`src/rtd_defines.svh`:
```
`ifndef RTD_DEFINES_SVH
`define RTD_DEFINES_SVH
`define RTD_OFF_CAP   5'h00
`define RTD_OFF_GCMD  5'h04
`define RTD_OFF_GSTS  5'h08
`define RTD_OFF_TINV  5'h0c
`define RTD_OFF_IADDR 5'h10
`define RTD_OFF_QDESC 5'h14
`define RTD_OFF_QSTAT 5'h18
`define RTD_OFF_OUTST 5'h1c
`define RTD_B_ENABLE  0
`define RTD_B_PEND    31
`define RTD_B_RDFL    27
`define RTD_B_WRFL    26
`define RTD_F_GRAN    29:28
`define RTD_F_QTYPE   19:16
`define RTD_F_DOM     15:0
`define RTD_F_MASK    5:0
`define RTD_PAGE_LSB  12
`define RTD_RST_WORD  32'h0000_0000
`endif

```
`src/rtd_pkg.sv`:
```
package rtd_pkg;
  typedef enum logic [3:0] {
    ST_IDLE = 4'b0001,
    ST_EN   = 4'b0010,
    ST_REG  = 4'b0100,
    ST_Q    = 4'b1000
  } rtd_state_t;
  typedef enum logic [1:0] {
    GRAN_NONE   = 2'h0,
    GRAN_GLOBAL = 2'h1,
    GRAN_DOMAIN = 2'h2,
    GRAN_PAGE   = 2'h3
  } rtd_gran_t;
  typedef enum logic [1:0] {
    KIND_UNTR = 2'h0,
    KIND_XREQ = 2'h1,
    KIND_XLAT = 2'h2,
    KIND_RSVD = 2'h3
  } rtd_kind_t;
  typedef enum logic [3:0] {
    Q_NOP   = 4'h0,
    Q_IOTLB = 4'h1,
    Q_PASID = 4'h2,
    Q_WAIT  = 4'h3
  } rtd_qtype_t;
endpackage

```
`src/rtd_fill_guard.sv`:
```
`timescale 1ns/1ps
module rtd_fill_guard (
  // clock and reset
  input  wire logic clock_i,
  input  wire logic nrst_i,
  // walk result
  input  wire logic walk_valid_i,
  input  wire logic walk_present_i,
  input  wire logic walk_accessed_i,
  input  wire logic walk_leaf_i,
  input  wire logic walk_cached_i,
  // fill decisions
  output logic      fill_tlb_o,
  output logic      fill_psc_o,
  output logic      set_ad_o
);
  wire ok_fill = walk_valid_i & walk_present_i & walk_accessed_i; // RQ1 RQ2
  wire fresh   = walk_valid_i & walk_present_i & ~walk_cached_i;  // RQ3

  always_ff @(posedge clock_i) begin
    if (!nrst_i) begin
      fill_tlb_o <= 1'b0;
      fill_psc_o <= 1'b0;
      set_ad_o   <= 1'b0;
    end else begin
      fill_tlb_o <= ok_fill & walk_leaf_i;
      fill_psc_o <= ok_fill & ~walk_leaf_i; // RQ5
      set_ad_o   <= fresh; // RQ3
    end
  end
endmodule

```
`src/rtd_tracker.sv`:
```
`timescale 1ns/1ps
module rtd_tracker import rtd_pkg::*; #(
  parameter int N      = 8,
  parameter int IDX_W  = 3,
  parameter int DOM_W  = 16,
  parameter int PAGE_W = 20
) (
  // clock and reset
  input  wire logic              clock_i,
  input  wire logic              nrst_i,
  // allocation
  input  wire logic              req_valid_i,
  input  wire logic              req_write_i,
  input  wire logic [DOM_W-1:0]  req_dom_i,
  input  wire logic [PAGE_W-1:0] req_page_i,
  output logic                   req_ready_o,
  output logic [IDX_W-1:0]       req_idx_o,
  // retirement
  input  wire logic              done_valid_i,
  input  wire logic [IDX_W-1:0]  done_idx_i,
  // drain request
  input  wire logic              drain_go_i,
  input  wire logic              drain_rd_i,
  input  wire logic              drain_wr_i,
  input  wire rtd_gran_t         drain_gran_i,
  input  wire logic [DOM_W-1:0]  drain_dom_i,
  input  wire logic [PAGE_W-1:0] drain_page_i,
  input  wire logic [5:0]        drain_mask_i,
  // state
  output logic                   drain_busy_o,
  output logic                   wr_pending_o,
  output logic [IDX_W:0]         count_o
);
  logic [N-1:0]      vld_r;
  logic [N-1:0]      wr_r;
  logic [N-1:0]      snap_r;
  logic [N-1:0]      hit;
  logic [DOM_W-1:0]  dom_r  [N];
  logic [PAGE_W-1:0] page_r [N];
  logic [IDX_W-1:0]  free_idx;
  logic              any_free;
  logic [IDX_W:0]    cnt;

  wire [PAGE_W-1:0] pmask = {PAGE_W{1'b1}} << drain_mask_i;

  always_comb begin
    free_idx = '0;
    any_free = 1'b0;
    cnt      = '0;
    for (int k = N - 1; k >= 0; k--) begin
      if (!vld_r[k]) begin
        free_idx = IDX_W'(k);
        any_free = 1'b1;
      end
      cnt = cnt + (IDX_W + 1)'(vld_r[k]);
    end
  end

  genvar gi;
  generate
    for (gi = 0; gi < N; gi++) begin : g_ent
      wire dom_hit  = dom_r[gi] == drain_dom_i; // RQ20
      wire page_hit = ((page_r[gi] ^ drain_page_i) & pmask) == '0; // RQ21
      wire kind_hit = wr_r[gi] ? drain_wr_i : drain_rd_i; // RQ16
      wire sel_hit  = (drain_gran_i == GRAN_DOMAIN) ? dom_hit :
                      (drain_gran_i == GRAN_PAGE) ? (dom_hit & page_hit) : 1'b1; // RQ19
      wire alloc    = req_valid_i & any_free & (free_idx == IDX_W'(gi));
      wire retire   = done_valid_i & (done_idx_i == IDX_W'(gi)); // RQ9
      assign hit[gi] = vld_r[gi] & kind_hit & sel_hit;

      always_ff @(posedge clock_i) begin
        if (!nrst_i) begin
          vld_r[gi]  <= 1'b0;
          snap_r[gi] <= 1'b0;
        end else begin
          if (alloc) begin
            vld_r[gi] <= 1'b1;
          end else if (retire) begin
            vld_r[gi] <= 1'b0;
          end
          snap_r[gi] <= drain_go_i ? (hit[gi] & ~retire) : (snap_r[gi] & ~retire & ~alloc);
        end
      end

      always_ff @(posedge clock_i) begin
        if (alloc) begin // RQ23
          dom_r[gi]  <= req_dom_i;
          page_r[gi] <= req_page_i;
          wr_r[gi]   <= req_write_i;
        end
      end
    end
  endgenerate

  assign req_ready_o  = any_free;
  assign req_idx_o    = free_idx;
  assign drain_busy_o = |(snap_r & vld_r);
  assign wr_pending_o = |(vld_r & wr_r);
  assign count_o      = cnt;
endmodule

```
`src/rtd_top.sv`:
```
// Local design decisions: the placing of the registers and the Avalon-MM slave port.
`timescale 1ns/1ps
`include "rtd_defines.svh"
// Contract
// RQ1: never fill from non-present paging entry
// RQ2: never fill from entry with accessed clear
// RQ3: cached use may skip accessed/dirty update
// RQ4: pending invalidation may use old or new
// RQ5: directory entries may be cached without leaves
// RQ6: software invalidates promptly for side-effect ranges
// RQ7: software keeps freed frames until invalidated
// RQ8: capability register advertises drain support
// RQ9: drained when visible or reads fully fetched
// RQ10: only memory-targeted requests are drained
// RQ11: only untranslated requests are drained
// RQ12: endpoint drains translated reads before completion
// RQ13: take ATS completion after writes drained
// RQ14: drain before raising remap on status
// RQ15: drain on disable is optional
// RQ16: read flag drains reads, write flag writes
// RQ17: register path drains before clearing pending
// RQ18: queued path drains before next wait
// RQ19: global drain covers every outstanding request
// RQ20: domain drain covers named domain only
// RQ21: page drain covers domain and overlapping range
// RQ22: PASID invalidation always drains both kinds
// RQ23: track domain, address, kind per request
module rtd_top import rtd_pkg::*; #(
  parameter int       N_ENTRIES = 8,
  parameter int       IDX_W     = 3,
  parameter int       DOM_W     = 16,
  parameter int       PAGE_W    = 20,
  parameter bit       RD_CAP    = 1'b1,
  parameter bit       WR_CAP    = 1'b1
) (
  // clock and reset
  input  wire logic              clock_i,
  input  wire logic              nrst_i,
  // avalon-mm slave
  input  wire logic [4:0]        avs_address_i,
  input  wire logic              avs_read_i,
  input  wire logic              avs_write_i,
  input  wire logic [31:0]       avs_writedata_i,
  input  wire logic [3:0]        avs_byteenable_i,
  output logic [31:0]            avs_readdata_o,
  output logic                   avs_waitrequest_o,
  // device requests after remapping
  input  wire logic              req_valid_i,
  input  wire logic [1:0]        req_kind_i,
  input  wire logic              req_mem_i,
  input  wire logic              req_write_i,
  input  wire logic [DOM_W-1:0]  req_dom_i,
  input  wire logic [PAGE_W-1:0] req_page_i,
  output logic                   req_ready_o,
  output logic [IDX_W-1:0]       req_idx_o,
  // memory commit
  input  wire logic              done_valid_i,
  input  wire logic [IDX_W-1:0]  done_idx_i,
  // ats invalidation completion
  input  wire logic              ats_cpl_valid_i,
  output logic                   ats_cpl_ready_o,
  output logic                   ats_cpl_taken_o,
  // page walk
  input  wire logic              walk_valid_i,
  input  wire logic              walk_present_i,
  input  wire logic              walk_accessed_i,
  input  wire logic              walk_leaf_i,
  input  wire logic              walk_cached_i,
  output logic                   fill_tlb_o,
  output logic                   fill_psc_o,
  output logic                   set_ad_o,
  // status
  output logic                   remap_on_o,
  output logic                   wait_done_o
);
  rtd_state_t     st_r;
  rtd_state_t     st_nxt;
  logic [31:0]    readdata_r;
  logic           rd_ack_r;
  logic           remap_on_r;
  logic           enable_r;
  logic           pend_r;
  logic [30:0]    tinv_r;
  logic [31:0]    iaddr_r;
  logic [31:0]    wait_cnt_r;
  logic           wait_done_r;
  logic           ats_taken_r;
  logic           drain_busy;
  logic           wr_pending;
  logic           trk_ready;
  logic [IDX_W:0] trk_count;

  // address decode
  wire sel_cap   = avs_address_i == `RTD_OFF_CAP;
  wire sel_gcmd  = avs_address_i == `RTD_OFF_GCMD;
  wire sel_gsts  = avs_address_i == `RTD_OFF_GSTS;
  wire sel_tinv  = avs_address_i == `RTD_OFF_TINV;
  wire sel_iaddr = avs_address_i == `RTD_OFF_IADDR;
  wire sel_qdesc = avs_address_i == `RTD_OFF_QDESC;
  wire sel_qstat = avs_address_i == `RTD_OFF_QSTAT;
  wire sel_outst = avs_address_i == `RTD_OFF_OUTST;
  wire is_idle   = st_r == ST_IDLE;

  // read and write handshake
  wire sel_cmd  = sel_gcmd | sel_tinv | sel_qdesc;
  wire wr_stall = avs_write_i & sel_cmd & ~is_idle;
  wire rd_wait  = avs_read_i & ~rd_ack_r;
  wire wr_acc   = avs_write_i & ~wr_stall;
  wire [31:0] wmask = {{8{avs_byteenable_i[3]}}, {8{avs_byteenable_i[2]}},
                       {8{avs_byteenable_i[1]}}, {8{avs_byteenable_i[0]}}};
  wire [31:0] iaddr_m = (iaddr_r & ~wmask) | (avs_writedata_i & wmask);

  // command triggers
  wire        gcmd_wr  = wr_acc & sel_gcmd & avs_byteenable_i[0];
  wire        en_new   = avs_writedata_i[`RTD_B_ENABLE];
  wire        en_rise  = gcmd_wr & en_new & ~enable_r;
  wire        dis_fall = gcmd_wr & ~en_new & enable_r;
  wire        reg_trig = wr_acc & sel_tinv & avs_byteenable_i[3] &
                         avs_writedata_i[`RTD_B_PEND];
  wire        q_trig   = wr_acc & sel_qdesc & avs_byteenable_i[2];
  wire [3:0]  q_raw    = avs_writedata_i[`RTD_F_QTYPE];
  wire        q_iotlb  = q_trig & (q_raw == Q_IOTLB);
  wire        q_pasid  = q_trig & (q_raw == Q_PASID);
  wire        q_wait   = q_trig & (q_raw == Q_WAIT);
  wire        q_inv    = q_iotlb | q_pasid;
  wire        drain_go = is_idle & (en_rise | reg_trig | q_inv);

  // drain selection
  wire        sel_flags = reg_trig | q_iotlb;
  wire        d_rd   = en_rise | q_pasid | (sel_flags & avs_writedata_i[`RTD_B_RDFL]); // RQ16 RQ22
  wire        d_wr   = en_rise | q_pasid | (sel_flags & avs_writedata_i[`RTD_B_WRFL]); // RQ16 RQ22
  wire [1:0]  g_raw  = avs_writedata_i[`RTD_F_GRAN];
  wire rtd_gran_t d_gran = en_rise ? GRAN_GLOBAL : rtd_gran_t'(g_raw); // RQ14 RQ19
  wire [DOM_W-1:0]  d_dom  = avs_writedata_i[DOM_W-1:0];
  wire [PAGE_W-1:0] d_page = iaddr_r[`RTD_PAGE_LSB +: PAGE_W];
  wire [5:0]        d_mask = iaddr_r[`RTD_F_MASK];

  // only untranslated requests to memory are tracked
  wire trk_kind  = (req_kind_i == KIND_UNTR) & req_mem_i; // RQ10 RQ11
  wire trk_valid = req_valid_i & trk_kind;

  // read mux
  wire [31:0] cnt_word = {{(31 - IDX_W){1'b0}}, trk_count};
  wire [31:0] rd_mux =
    sel_cap   ? {30'h0, WR_CAP, RD_CAP} : // RQ8
    sel_gcmd  ? {31'h0, enable_r} :
    sel_gsts  ? {29'h0, wr_pending, ~is_idle, remap_on_r} :
    sel_tinv  ? {pend_r, tinv_r} :
    sel_iaddr ? iaddr_r :
    sel_qstat ? wait_cnt_r :
    sel_outst ? cnt_word :
    `RTD_RST_WORD;

  // fsm; translation is never stalled while a drain runs
  always_comb begin
    st_nxt = st_r;
    case (st_r)
      ST_IDLE: begin
        if (en_rise) begin
          st_nxt = ST_EN;
        end else if (reg_trig) begin
          st_nxt = ST_REG;
        end else if (q_inv) begin
          st_nxt = ST_Q;
        end
      end
      ST_EN, ST_REG, ST_Q: begin
        if (!drain_busy) begin
          st_nxt = ST_IDLE;
        end
      end
      default: st_nxt = ST_IDLE;
    endcase
  end

  always_ff @(posedge clock_i) begin
    if (!nrst_i) begin
      st_r <= ST_IDLE;
    end else begin
      st_r <= st_nxt;
    end
  end

  // remap enable; disable skips draining
  always_ff @(posedge clock_i) begin
    if (!nrst_i) begin
      enable_r   <= 1'b0;
      remap_on_r <= 1'b0;
    end else begin
      if (gcmd_wr) begin
        enable_r <= en_new;
      end
      if (dis_fall) begin // RQ15
        remap_on_r <= 1'b0;
      end else if (st_r == ST_EN && !drain_busy) begin // RQ14
        remap_on_r <= 1'b1;
      end
    end
  end

  // register invalidate
  always_ff @(posedge clock_i) begin
    if (!nrst_i) begin
      pend_r  <= 1'b0;
      tinv_r  <= '0;
      iaddr_r <= `RTD_RST_WORD;
    end else begin
      if (reg_trig) begin
        pend_r <= 1'b1;
        tinv_r <= avs_writedata_i[30:0];
      end else if (st_r == ST_REG && !drain_busy) begin // RQ17
        pend_r <= 1'b0;
      end
      if (wr_acc && sel_iaddr) begin
        iaddr_r <= iaddr_m;
      end
    end
  end

  // wait descriptor completes only while idle
  always_ff @(posedge clock_i) begin
    if (!nrst_i) begin
      wait_done_r <= 1'b0;
      wait_cnt_r  <= '0;
      ats_taken_r <= 1'b0;
    end else begin
      wait_done_r <= q_wait; // RQ18
      if (q_wait) begin
        wait_cnt_r <= wait_cnt_r + 32'h0000_0001;
      end
      ats_taken_r <= ats_cpl_valid_i & ats_cpl_ready_o;
    end
  end

  // bus read
  always_ff @(posedge clock_i) begin
    if (!nrst_i) begin
      readdata_r <= `RTD_RST_WORD;
      rd_ack_r   <= 1'b0;
    end else begin
      rd_ack_r <= rd_wait;
      if (rd_wait) begin
        readdata_r <= rd_mux;
      end
    end
  end

  rtd_tracker #(
    .N      (N_ENTRIES),
    .IDX_W  (IDX_W),
    .DOM_W  (DOM_W),
    .PAGE_W (PAGE_W)
  ) u_trk (
    .clock_i      (clock_i),
    .nrst_i       (nrst_i),
    .req_valid_i  (trk_valid),
    .req_write_i  (req_write_i),
    .req_dom_i    (req_dom_i),
    .req_page_i   (req_page_i),
    .req_ready_o  (trk_ready),
    .req_idx_o    (req_idx_o),
    .done_valid_i (done_valid_i),
    .done_idx_i   (done_idx_i),
    .drain_go_i   (drain_go),
    .drain_rd_i   (d_rd),
    .drain_wr_i   (d_wr),
    .drain_gran_i (d_gran),
    .drain_dom_i  (d_dom),
    .drain_page_i (d_page),
    .drain_mask_i (d_mask),
    .drain_busy_o (drain_busy),
    .wr_pending_o (wr_pending),
    .count_o      (trk_count)
  );

  rtd_fill_guard u_fill (
    .clock_i         (clock_i),
    .nrst_i          (nrst_i),
    .walk_valid_i    (walk_valid_i),
    .walk_present_i  (walk_present_i),
    .walk_accessed_i (walk_accessed_i),
    .walk_leaf_i     (walk_leaf_i),
    .walk_cached_i   (walk_cached_i),
    .fill_tlb_o      (fill_tlb_o),
    .fill_psc_o      (fill_psc_o),
    .set_ad_o        (set_ad_o)
  );

  assign req_ready_o       = ~trk_kind | trk_ready; // RQ4
  assign ats_cpl_ready_o   = ~wr_pending; // RQ13
  assign ats_cpl_taken_o   = ats_taken_r;
  assign avs_readdata_o    = readdata_r;
  assign avs_waitrequest_o = rd_wait | wr_stall;
  assign remap_on_o        = remap_on_r;
  assign wait_done_o       = wait_done_r;
endmodule

```
`config.mk`:
```
export PLATFORM = sky130hd
export DESIGN_NAME = rtd_top
export DESIGN_NICKNAME = d
export VERILOG_FILES = /design/src/rtd_pkg.sv /design/src/rtd_fill_guard.sv /design/src/rtd_tracker.sv /design/src/rtd_top.sv
export VERILOG_INCLUDE_DIRS = /design/src
export SDC_FILE = /design/constraint.sdc
export NUM_CORES = 1
export LEC_CHECK = 0
export ABC_CLOCK_PERIOD_IN_PS = 6000
export BUFFER_PORTS_ARGS = -buffer_cell sky130_fd_sc_hd__buf_2
export CAP_MARGIN = 25
export CORE_UTILIZATION = 40
export CTS_BUF_LIST = sky130_fd_sc_hd__clkbuf_8
export DETAILED_ROUTE_END_ITERATION = 10
export REMOVE_ABC_BUFFERS = 1
export SLEW_MARGIN = 40
export SYNTH_ARGS = -nofsm -noshare
export SYNTH_HDL_FRONTEND = slang
export SYNTH_SLANG_ARGS = --single-unit
```
`constraint.sdc`:
```
create_clock -name clock_i -period 6 [get_ports clock_i]
set_input_delay 0.3 -clock clock_i [delete_from_list [all_inputs] [get_ports clock_i]]
set_output_delay 0.3 -clock clock_i [all_outputs]
set_load 0.05 [all_outputs]
```
== Word level (Yosys, flattened, before mapping) ==
Memories as Yosys holds them, arrays and structs flattened.
Cells that the tools add are included.
Operators by class
  bitwise operators: 153
  shifts and indexed selects: 1
  mux-type cells: 137
  eq/ne operators: 40
  add/subtract/negate cells: 8
  reductions and logical operators: 44
Operators with widths (count)
  $mux 32: 6
  $and 20x20->20: 8
  $logic_not 20->1: 8
  $xor 20x20->20: 8
  $mux 20: 7
  $reduce_or 20->1: 7
  $eq 16x16->1: 8
  $mux 16: 7
  $reduce_or 16->1: 7
  $and 1x1->1: 94
  $mux 1: 88
  $mux 3: 22
  $and 32x32->32: 2
  $add 32x1->32 const B: 1
  $not 32->32: 1
  $or 32x32->32: 1
  $not 1->1: 26
  $add 4x1->4: 6
  $eq 3x3->1 const B: 8
  $eq 5x5->1 const B: 4
  $mux 4: 5
  $shl 20x6->20 const A: 1
  $reduce_bool 2->1: 9
  $and 8x8->8: 2
  other kinds (24): 47
Storage, ports and cells
  memories kept: 2
  bits in registers: 164
  memory bits (writable): 288
Memory list
  u_trk.page_r: depth 8, bits a word 20, read ports 8, clocked after Yosys merged registers in 0, write ports 1, RTL line rtd_tracker.sv:39  | logic [PAGE_W-1:0] page_r [N];
  u_trk.dom_r: depth 8, bits a word 16, read ports 8, clocked after Yosys merged registers in 0, write ports 1, RTL line rtd_tracker.sv:38  | logic [DOM_W-1:0] dom_r [N];

== Depth between registers and ports, before layout ==
Gate-level depths: netlist (run 1).
  word-level depth: 20
  mapped depth: 13

== Hierarchy ==
From an unflattened synthesis (run 1), not the netlist that was laid out.
Second synthesis, totals
  cell total of the unflattened synthesis: 1720
  area, all modules: 20490.9 um2
Modules (own cells, without submodules)
  rtd_tracker: area an instance 14182.4 um2, instances 1, seq. area each 9208.8 um2, cells each 979
  rtd_top: area an instance 6216.0 um2, instances 1, seq. area each 2742.6 um2, cells each 734
  rtd_fill_guard: area an instance 92.6 um2, instances 1, seq. area each 60.1 um2, cells each 7

== Worst setup path after synthesis (run 1) ==
No wires, ideal clock.
  kind: reg2reg
  start point: register u_trk.vld_r[7]
  end point: register u_trk.snap_r[4]
  clock period less this slack: 4.640 ns
  library setup time: 0.124 ns
  data required time: 5.876 ns
  arrival: 4.516 ns
  slack: 1.360 ns
  stages on the path, launching flop included: 10
  cells stage by stage: dfxtp_1 inv_1 ha_1 nor2b_1 o21ai_0 nand2_1 a21oi_1 nor3b_1 nand4b_1 o41ai_1
Between the ends
  cells in the longest elaborated chain, start to end: 13
RTL lines
  start, declared: RTL line rtd_tracker.sv:34  | logic [N-1:0] vld_r;
  start signal, assigned by index: RTL line rtd_tracker.sv:73  | vld_r[gi] <= 1'b0;
  start signal, assigned by index: RTL line rtd_tracker.sv:77  | vld_r[gi] <= 1'b1;
  start signal, assigned by index: RTL line rtd_tracker.sv:79  | vld_r[gi] <= 1'b0;
  $mux 3 (8 in a row): RTL line rtd_tracker.sv:51  | if (!vld_r[k]) begin
  named net req_idx_o[0]: RTL line rtd_top.sv:55  | output logic [IDX_W-1:0] req_idx_o,
  $eq 3x3->1: RTL line rtd_tracker.sv:67  | wire alloc = req_valid_i & any_free & (free_idx == IDX_W'(gi));
  $and 1x1->1: RTL line rtd_tracker.sv:67
  named net u_trk.g_ent[4].alloc: RTL line rtd_tracker.sv:67
  $not 1->1: RTL line rtd_tracker.sv:81  | snap_r[gi] <= drain_go_i ? (hit[gi] & ~retire) : (snap_r[gi] & ~retire & ~alloc);
  $and 1x1->1: RTL line rtd_tracker.sv:81
  $mux 1: RTL line rtd_tracker.sv:81
  end signal, assigned by index: RTL line rtd_tracker.sv:81
  end, declared: RTL line rtd_tracker.sv:36  | logic [N-1:0] snap_r;
The timed path passes the listed nets, and every way through them passes these cells.
A chain may end at the register's enable or synchronous reset.

== Worst setup path after layout (run 1) ==
  start point: register u_trk.vld_r[0]
  end point: register readdata_r[2], in the netlist avs_readdata_o[2]
Between the ends
  cells in the longest elaborated chain, start to end: 8
RTL lines
  $add 4x1->4: RTL line rtd_tracker.sv:55  | cnt = cnt + (IDX_W + 1)'(vld_r[k]);
  $mux 4 (no source line)
  $mux 32 (no source line) (3 in a row)
  $mux 32 (no source line) (*) (3 in a row)
  end signal, assigned: RTL line rtd_top.sv:238  | readdata_r <= `RTD_RST_WORD;
  end signal, assigned: RTL line rtd_top.sv:243  | readdata_r <= rd_mux;
  end, declared: RTL line rtd_top.sv:78  | logic [31:0] readdata_r;
Mark *: on every way between the ends. The rest lies on a longest branch, timed or not.

==> results of run 1 <==
## kinds of logic after synthesis
family                     Yosys count  synth area share
DFF                                452             0.590
and+or+nand+nor                    470             0.124
adders and majority gates            9           0.00701
buffers and inverters              128            0.0258
AOI/OAI and AO/OA                  314             0.104
muxes                               22            0.0109
xor gates and xnor gates           322             0.139
## where the power goes
group | switching [mW] | total, mW | internal (mW) | leakage (nW)
combinational | 0.190 | 0.298 | 0.109 | 3.65
clock | 1.29 | 2.66 | 1.37 | 0.864
sequential | 0.00815 | 3.33 | 3.32 | 3.92
total | 1.48 | 6.28 | 4.80 | 8.44
## routing by layer
layer / share of wire / vias to the layer above
met5: 0 / -
met4: 0.029 / 0
met3: 0.065 / 116
met2: 0.46 / 525
met1: 0.44 / 6916
li1: - / 6547
## what timing repair did
action	4_1_cts	5_1_grt
endpoints found under the hold margin	317	0
setup endpoints to repair	0	0
hold buffers	58	0
resized for setup	0	0
buffers inserted	0	0
## through the flow
stage / setup WS (ps) / hold slack (ps)
final: 2640 / 40.7
after global routing: 2430 / 10.9
after CTS: 2660 / 0.470
after detailed placement: 2680 / 456
after global placement: 2650 / 449
after floorplan: 1360 / 372
## registers in the layout (all words and copies together), names as in the netlist, 4 cells and up, named ones only
signal          flops
tinv_r             31
u_trk.page_r      160
wait_cnt_r         32
u_trk.vld_r         8
avs_readdata_o     32
u_trk.snap_r        8
st_r                4
u_trk.wr_r          8
u_trk.dom_r       128
## worst paths after layout
path | slack [ps] | startpoint | endpoint
max reg2reg | 2640 | u_trk.vld_r[0] | avs_readdata_o[2]
min | 40 | avs_byteenable_i[3] | register
min reg2reg | 460 | tinv_r[8] | tinv_r[8]
max | 2640 | u_trk.vld_r[0] | avs_readdata_o[2]
## placed cells by master, fill, tap and decap left out, drive strengths merged, types with 9 or more instances in the layout
master / netlist / routed
a21boi: 57 / 57
inv: 25 / 56
nand4: 49 / 49
o41ai: 10 / 10
mux2i: 21 / 21
edfxtp: 296 / 296
nor2b: 56 / 56
nor4: 12 / 12
nor3: 15 / 15
nor2: 34 / 34
o31ai: 9 / 9
nand2: 167 / 167
a22oi: 74 / 74
a21oi: 98 / 98
clkbuf: 67 / 86
clkinv: 0 / 23
and3: 12 / 12
nand3: 53 / 53
and2: 39 / 39
o21ai: 23 / 23
buf: 36 / 155
dfxtp: 156 / 156
dlygate4sd3: 0 / 58
xor2: 125 / 125
and4: 9 / 9
xnor2: 197 / 197
## worst max-delay path: stages, from the launching register on
cell      delay (ps)
dfxtp_1          570
inv_1            150
fa_1             570
fa_1             430
fa_1             430
fa_1             440
xor2_1           130
nor3_1            60
a221oi_1         210
nand3_1          110
o211a_1          150
## layout make-up
| cell class | instances | share of cell area |
|---|---|---|
| Timing Repair Buffer | 213 | 0.0593 |
| Tap cell | 672 | 0.0355 |
| Clock inverter | 55 | 0.0118 |
| Sequential cell | 452 | 0.508 |
| Clock buffer | 86 | 0.0500 |
| Inverter | 25 | 0.00397 |
| Multi-Input combinational cell | 1137 | 0.332 |
==> results by group, run 1 <==
Status
  – Status: finished, final reports clean

Synth
  – Post-synth ARST share: 0
  – Top cells by area, synth: edfxtp_1 44%, dfxtp_1 15%, xnor2_1 8.5%
  – Post-synth top cells: 296 x edfxtp_1, 197 x xnor2_1, 162 x nand2_1, 156 x dfxtp_1, 125 x xor2_1
  – Count leader, synth: edfxtp_1
  – Cell variety after synth: 68
  – Synthesized flop and latch total: 452
  – Synth Instances: 1717
  – Register area share after synthesis: 0.590
  – Post-synth top area share: 0.437
  – Synth area leader: edfxtp_1
  – Mapped Area: 20300 µm²
  – Avg Cell Area, Syn: 11.8 µm²
  – Post-synth EDFFs: 296
  – Synth Warn #: 0
  – Post-synth top flop: edfxtp_1

Power
  – Power density over the cells: 266 nW/µm²
  – Worst vdd ir: 121 µV
  – Total chip power: 6.28 mW
  – P_leak: 8.44 nW

Critical path
  – Type of the worst setup path: reg -> reg
  – Worst setup SP type: register
  – Critical path required time: 6540 ps
  – Crit path DAT: 3900 ps
  – Worst-path fanout max: 9
  – Crit end category: register
  – R2R cell count: 10

Finish
  – Reg area: 12000 µm²
  – P&R area growth vs syn: 16.3%
  – Fin area: 23700 µm²
  – Core Util, Final: 0.472
  – Share of cells above drive strength 1: 0.147
  – Post-Layout Cell Count: 2640
  – Antenna cells: 0
  – Footprint of the multi-input gates: 7850 µm²
  – Fillers: 4544
  – Nets: 2010

CTS
  – TritonCTS Buffers: 76
  – Clk buf depth: 3
  – Worst-path clk slew: 60 ps
  – CTS Sinks: 452
  – Clock Root Buffer: clkbuf_8
  – CTS tree: yes
  – Worst skew pair latency: 660 ps
  – H-tree depth: 3

Die
  – Die area: 51800 µm²
  – Starting density of the core: 0.406
  – FP Rows: 82
  – Chip Width: 228 µm
  – # IOs: 140
  – Die H: 228 µm
  – Core area: 50200 µm²

Min path
  – Worst hold path class: in -> reg
  – Hold depth: 3

Place
  – Placed cells: 2441
  – Placed Area: 21600 µm²
  – DP HPWL: 39900 µm
  – Final GP Congestion: 1.04
  – IO Port Bufs: 139

Timing
  – Rel. slew slack: 0.438
  – Final TNS setup: 0 ps
  – # setup viols final: 0
  – RSZ-0062 raised after global routing: no
  – Crit share post-route: 0.560
  – Fin. Hold Viols: 0
  – Max frequency: 297 MHz
  – Slew Limit Fails: 0
  – Clk_skew: 36.3 ps
  – Period minus WS final: 3360 ps
  – Worst-Margin Slew: 842 ps

Global routing
  – Busiest grt layer: met2
  – Global Route Usage Sum: 0.231
  – Met3 usage: 0.0404
  – Initial antenna violation count: 0
  – Met2 GRT Util: 0.373
  – Gr ovfl total: 0
  – Vias in the first global route: 14.2k
  – Largest net degree at the start of global routing: 114
  – First-pass GRT wire length: 88500 µm
  – Met1 Usage GRT: 0.312

Drt
  – Iteration count of the initial detailed-routing pass: 5
  – Avg WL per Cell: 22.4 µm
  – Final wirelength: 59200 µm
  – Post-route DRC violation count: 0
  – DR iter-0 viols: 1344
  – Vias/cell: 5.34
  – Post-DRT Antenna Nets: 0
  – Vias: 14.1k

Run
  – Maxcap violations: 0
Power figures use the tool's default switching activity.
==> run 2, diff against run 1 <==
--- a/config.mk
+++ b/config.mk
@@ -6,7 +6,7 @@
 export SDC_FILE = /design/constraint.sdc
 export NUM_CORES = 1
 export LEC_CHECK = 0
-export ABC_CLOCK_PERIOD_IN_PS = 6000
+export ABC_CLOCK_PERIOD_IN_PS = 3500
 export BUFFER_PORTS_ARGS = -buffer_cell sky130_fd_sc_hd__buf_2
 export CAP_MARGIN = 25
 export CORE_UTILIZATION = 40
==> constraint.sdc (replaced) <==
create_clock -name clock_i -period 3.5 [get_ports clock_i]
set_input_delay 0.175 -clock clock_i [delete_from_list [all_inputs] [get_ports clock_i]]
set_output_delay 0.175 -clock clock_i [all_outputs]
set_load 0.05 [all_outputs]
==> run 2 against run 1 <==
Effect of this change: sequential power rose by 71%; combinational power rose by 84%; clock-buffer cell count rose by 4; cell count rose by 2.7%; critical path type unchanged; largest power group unchanged; highest routed layer unchanged.
==> results by group, run 2 (synthesis results as in run 1) <==
Finish
  – Largest regs: u_trk.page_r (160), u_trk.dom_r (128) (unchanged)
  – Commonest non-fill, non-tap cells in the layout: 296 x edfxtp_1, 197 x xnor2_1, 162 x nand2_1 (unchanged)
  – Reg with most FFs: u_trk.page_r (unchanged)
  – Fin area: 24400 µm² (was 23700 µm²)
  – Post-Layout Cell Count: 2711 (was 2640)
  – Commonest non-fill, non-tap cell in the layout: edfxtp_1 (unchanged)
  – P&R area growth vs syn: 19.8% (was 16.3%)
  – Max reg flops: 160 (unchanged)
  – Core Util, Final: 0.486 (was 0.472)
  – Share of cells above drive strength 1: 0.158 (was 0.147)
  – Nets: 2079 (was 2010)
  – Fillers: 4505 (was 4544)

Critical path
  – Crit path DAT: 3840 ps (was 3900 ps)
  – Type of the worst setup path: reg -> reg (unchanged)
  – Most frequent CP cell: fa_1 (unchanged)
  – Reg-to-reg startpoint: u_trk.vld_r[6] (was u_trk.vld_r[0])
  – Crit path launch: u_trk.vld_r[6] (was u_trk.vld_r[0])
  – Worst-path fanout max: 5 (was 9)
  – Largest stage delay on the critical path: 500 ps (was 570 ps)
  – Crit end category: register (unchanged)
  – Worst setup SP type: register (unchanged)
  – Critical path cell sequence: ha_1 -> fa_1 -> fa_1 -> fa_1 -> fa_1 -> xor2_1 -> nor3_1 -> a221oi_1 -> nand3_1 -> o211a_1 (was inv_1 -> fa_1 -> fa_1 -> fa_1 -> fa_1 -> xor2_1 -> nor3_1 -> a221oi_1 -> nand3_1 -> o211a_1)
  – Critical path required time: 4030 ps (was 6540 ps)
  – Slowest cell on crit path: fa_1 (was dfxtp_1)

Power
  – P_leak: 8.77 nW (was 8.44 nW)
  – Total chip power: 10.9 mW (was 6.28 mW)
  – Power density over the cells: 448 nW/µm² (was 266 nW/µm²)
  – Worst vdd ir: 260 µV (was 121 µV)

Place
  – DP HPWL: 39900 µm (about the same)
  – IO Port Bufs: 139 (unchanged)
  – Placed Area: 21900 µm² (was 21600 µm²)
  – Pre-CTS WS: 217 ps (was 2680 ps)
  – Final GP Congestion: 0.919 (was 1.04)
  – Placed cells: 2471 (was 2441)

Timing
  – WHS: 38.8 ps (was 40.7 ps)
  – Slew Limit Fails: 0 (unchanged)
  – Period minus WS final: 3310 ps (was 3360 ps)
  – Max frequency: 302 MHz (was 297 MHz)
  – Fin. Hold Viols: 0 (unchanged)
  – Crit share post-route: 0.945 (was 0.560)
  – Final TNS setup: 0 ps (unchanged)
  – Final WS setup: 192 ps (was 2640 ps)
  – RSZ-0062 raised after global routing: no (unchanged)
  – Clk_skew: 47.3 ps (was 36.3 ps)
  – Worst-Margin Slew: 926 ps (was 842 ps)
  – # setup viols final: 0 (unchanged)
  – Rel. slew slack: 0.378 (was 0.438)

Global routing
  – First-pass GRT wire length: 86800 µm (was 88500 µm)
  – Initial antenna violation count: 0 (unchanged)
  – Largest net degree at the start of global routing: 90 (was 114)
  – Global Route Usage Sum: 0.229 (was 0.231)
  – Gr ovfl total: 0 (unchanged)
  – Vias in the first global route: 14.2k (about the same)

CTS
  – H-tree depth: 3 (unchanged)
  – Clk buf depth: 3 (unchanged)
  – CTS Sinks: 452 (unchanged)
  – CTS Hold Bufs: 95 (was 58)
  – CTS tree: yes (unchanged)
  – Setup Fix Bufs, Post-CTS: 0 (unchanged)
  – Worst skew pair latency: 680 ps (was 660 ps)
  – Post-CTS sizing: 0 (unchanged)
  – Clock Root Buffer: clkbuf_8 (unchanged)
  – TritonCTS Buffers: 78 (was 76)
  – Worst-path clk slew: 60 ps (about the same)

Status
  – Status: finished, final reports clean (unchanged)

Die
  – FP Rows: 82 (unchanged)
  – Die H: 228 µm (unchanged)
  – Core area: 50200 µm² (unchanged)
  – Die area: 51800 µm² (unchanged)
  – Starting density of the core: 0.406 (unchanged)
  – # IOs: 140 (unchanged)
  – Chip Width: 228 µm (unchanged)

Drt
  – Post-DRT Antenna Nets: 0 (unchanged)
  – Avg WL per Cell: 21.5 µm (was 22.4 µm)
  – DR iter-0 viols: 1103 (was 1344)
  – Post-route DRC violation count: 0 (unchanged)
  – Vias: 14.2k (was 14.1k)
  – Vias/cell: 5.23 (was 5.34)
  – Iteration count of the initial detailed-routing pass: 6 (was 5)
  – Final wirelength: 58300 µm (was 59200 µm)

Min path
  – Worst hold path class: in -> reg (unchanged)
  – Hold path start: req_kind_i[0] (was avs_byteenable_i[3])

Run
  – Maxcap violations: 0 (unchanged)
## run 2: layer usage
layer / vias up / GRT usage / share of wire
li1: 6694 / - / -
met3: 90 / 0.0419 / 0.057
met4: 0 / 0.0684 / 0.021
met1: 6948 / 0.303 / 0.44
met5: - / 0 / 0
met2: 459 / 0.380 / 0.48
## run 2: where the power goes
part	switching (mW)	internal, mW
registers	0.0123	5.69
logic	0.333	0.216
clock network	2.22	2.45
total	2.57	8.36
## run 2: final timing paths
check | to | slack [ps] | depth (start not counted)
max reg2reg | avs_readdata_o[2] | 190 | 10
min reg2reg | tinv_r[25] | 470 | 2
max | avs_readdata_o[2] | 190 | 10
min | u_trk.vld_r[1] | 40 | 4
## run 2: area by class of cell
type | count | area [µm²] | share of cell area
sequential | 452 | 12000 | 0.493
multi-input combinational | 1137 | 7840 | 0.321
timing repair buffer | 280 | 2060 | 0.0844
clock buffer | 90 | 1240 | 0.0508
tap | 672 | 841 | 0.0345
clock inverter | 54 | 292 | 0.0120
inverter | 25 | 93.8 | 0.00385
antenna | 1 | 2.50 | 0.000103
## run 2: critical path, delay by kind of cell, from the launching register on
| kind | cells | cell delay, ps |
|---|---|---|
| DFF | 1 | 420 |
| xor gates and xnor gates | 1 | 150 |
| adders and majority gates | 5 | 2080 |
| and+or+nand+nor | 2 | 170 |
| AOI/OAI and AO/OA | 2 | 360 |
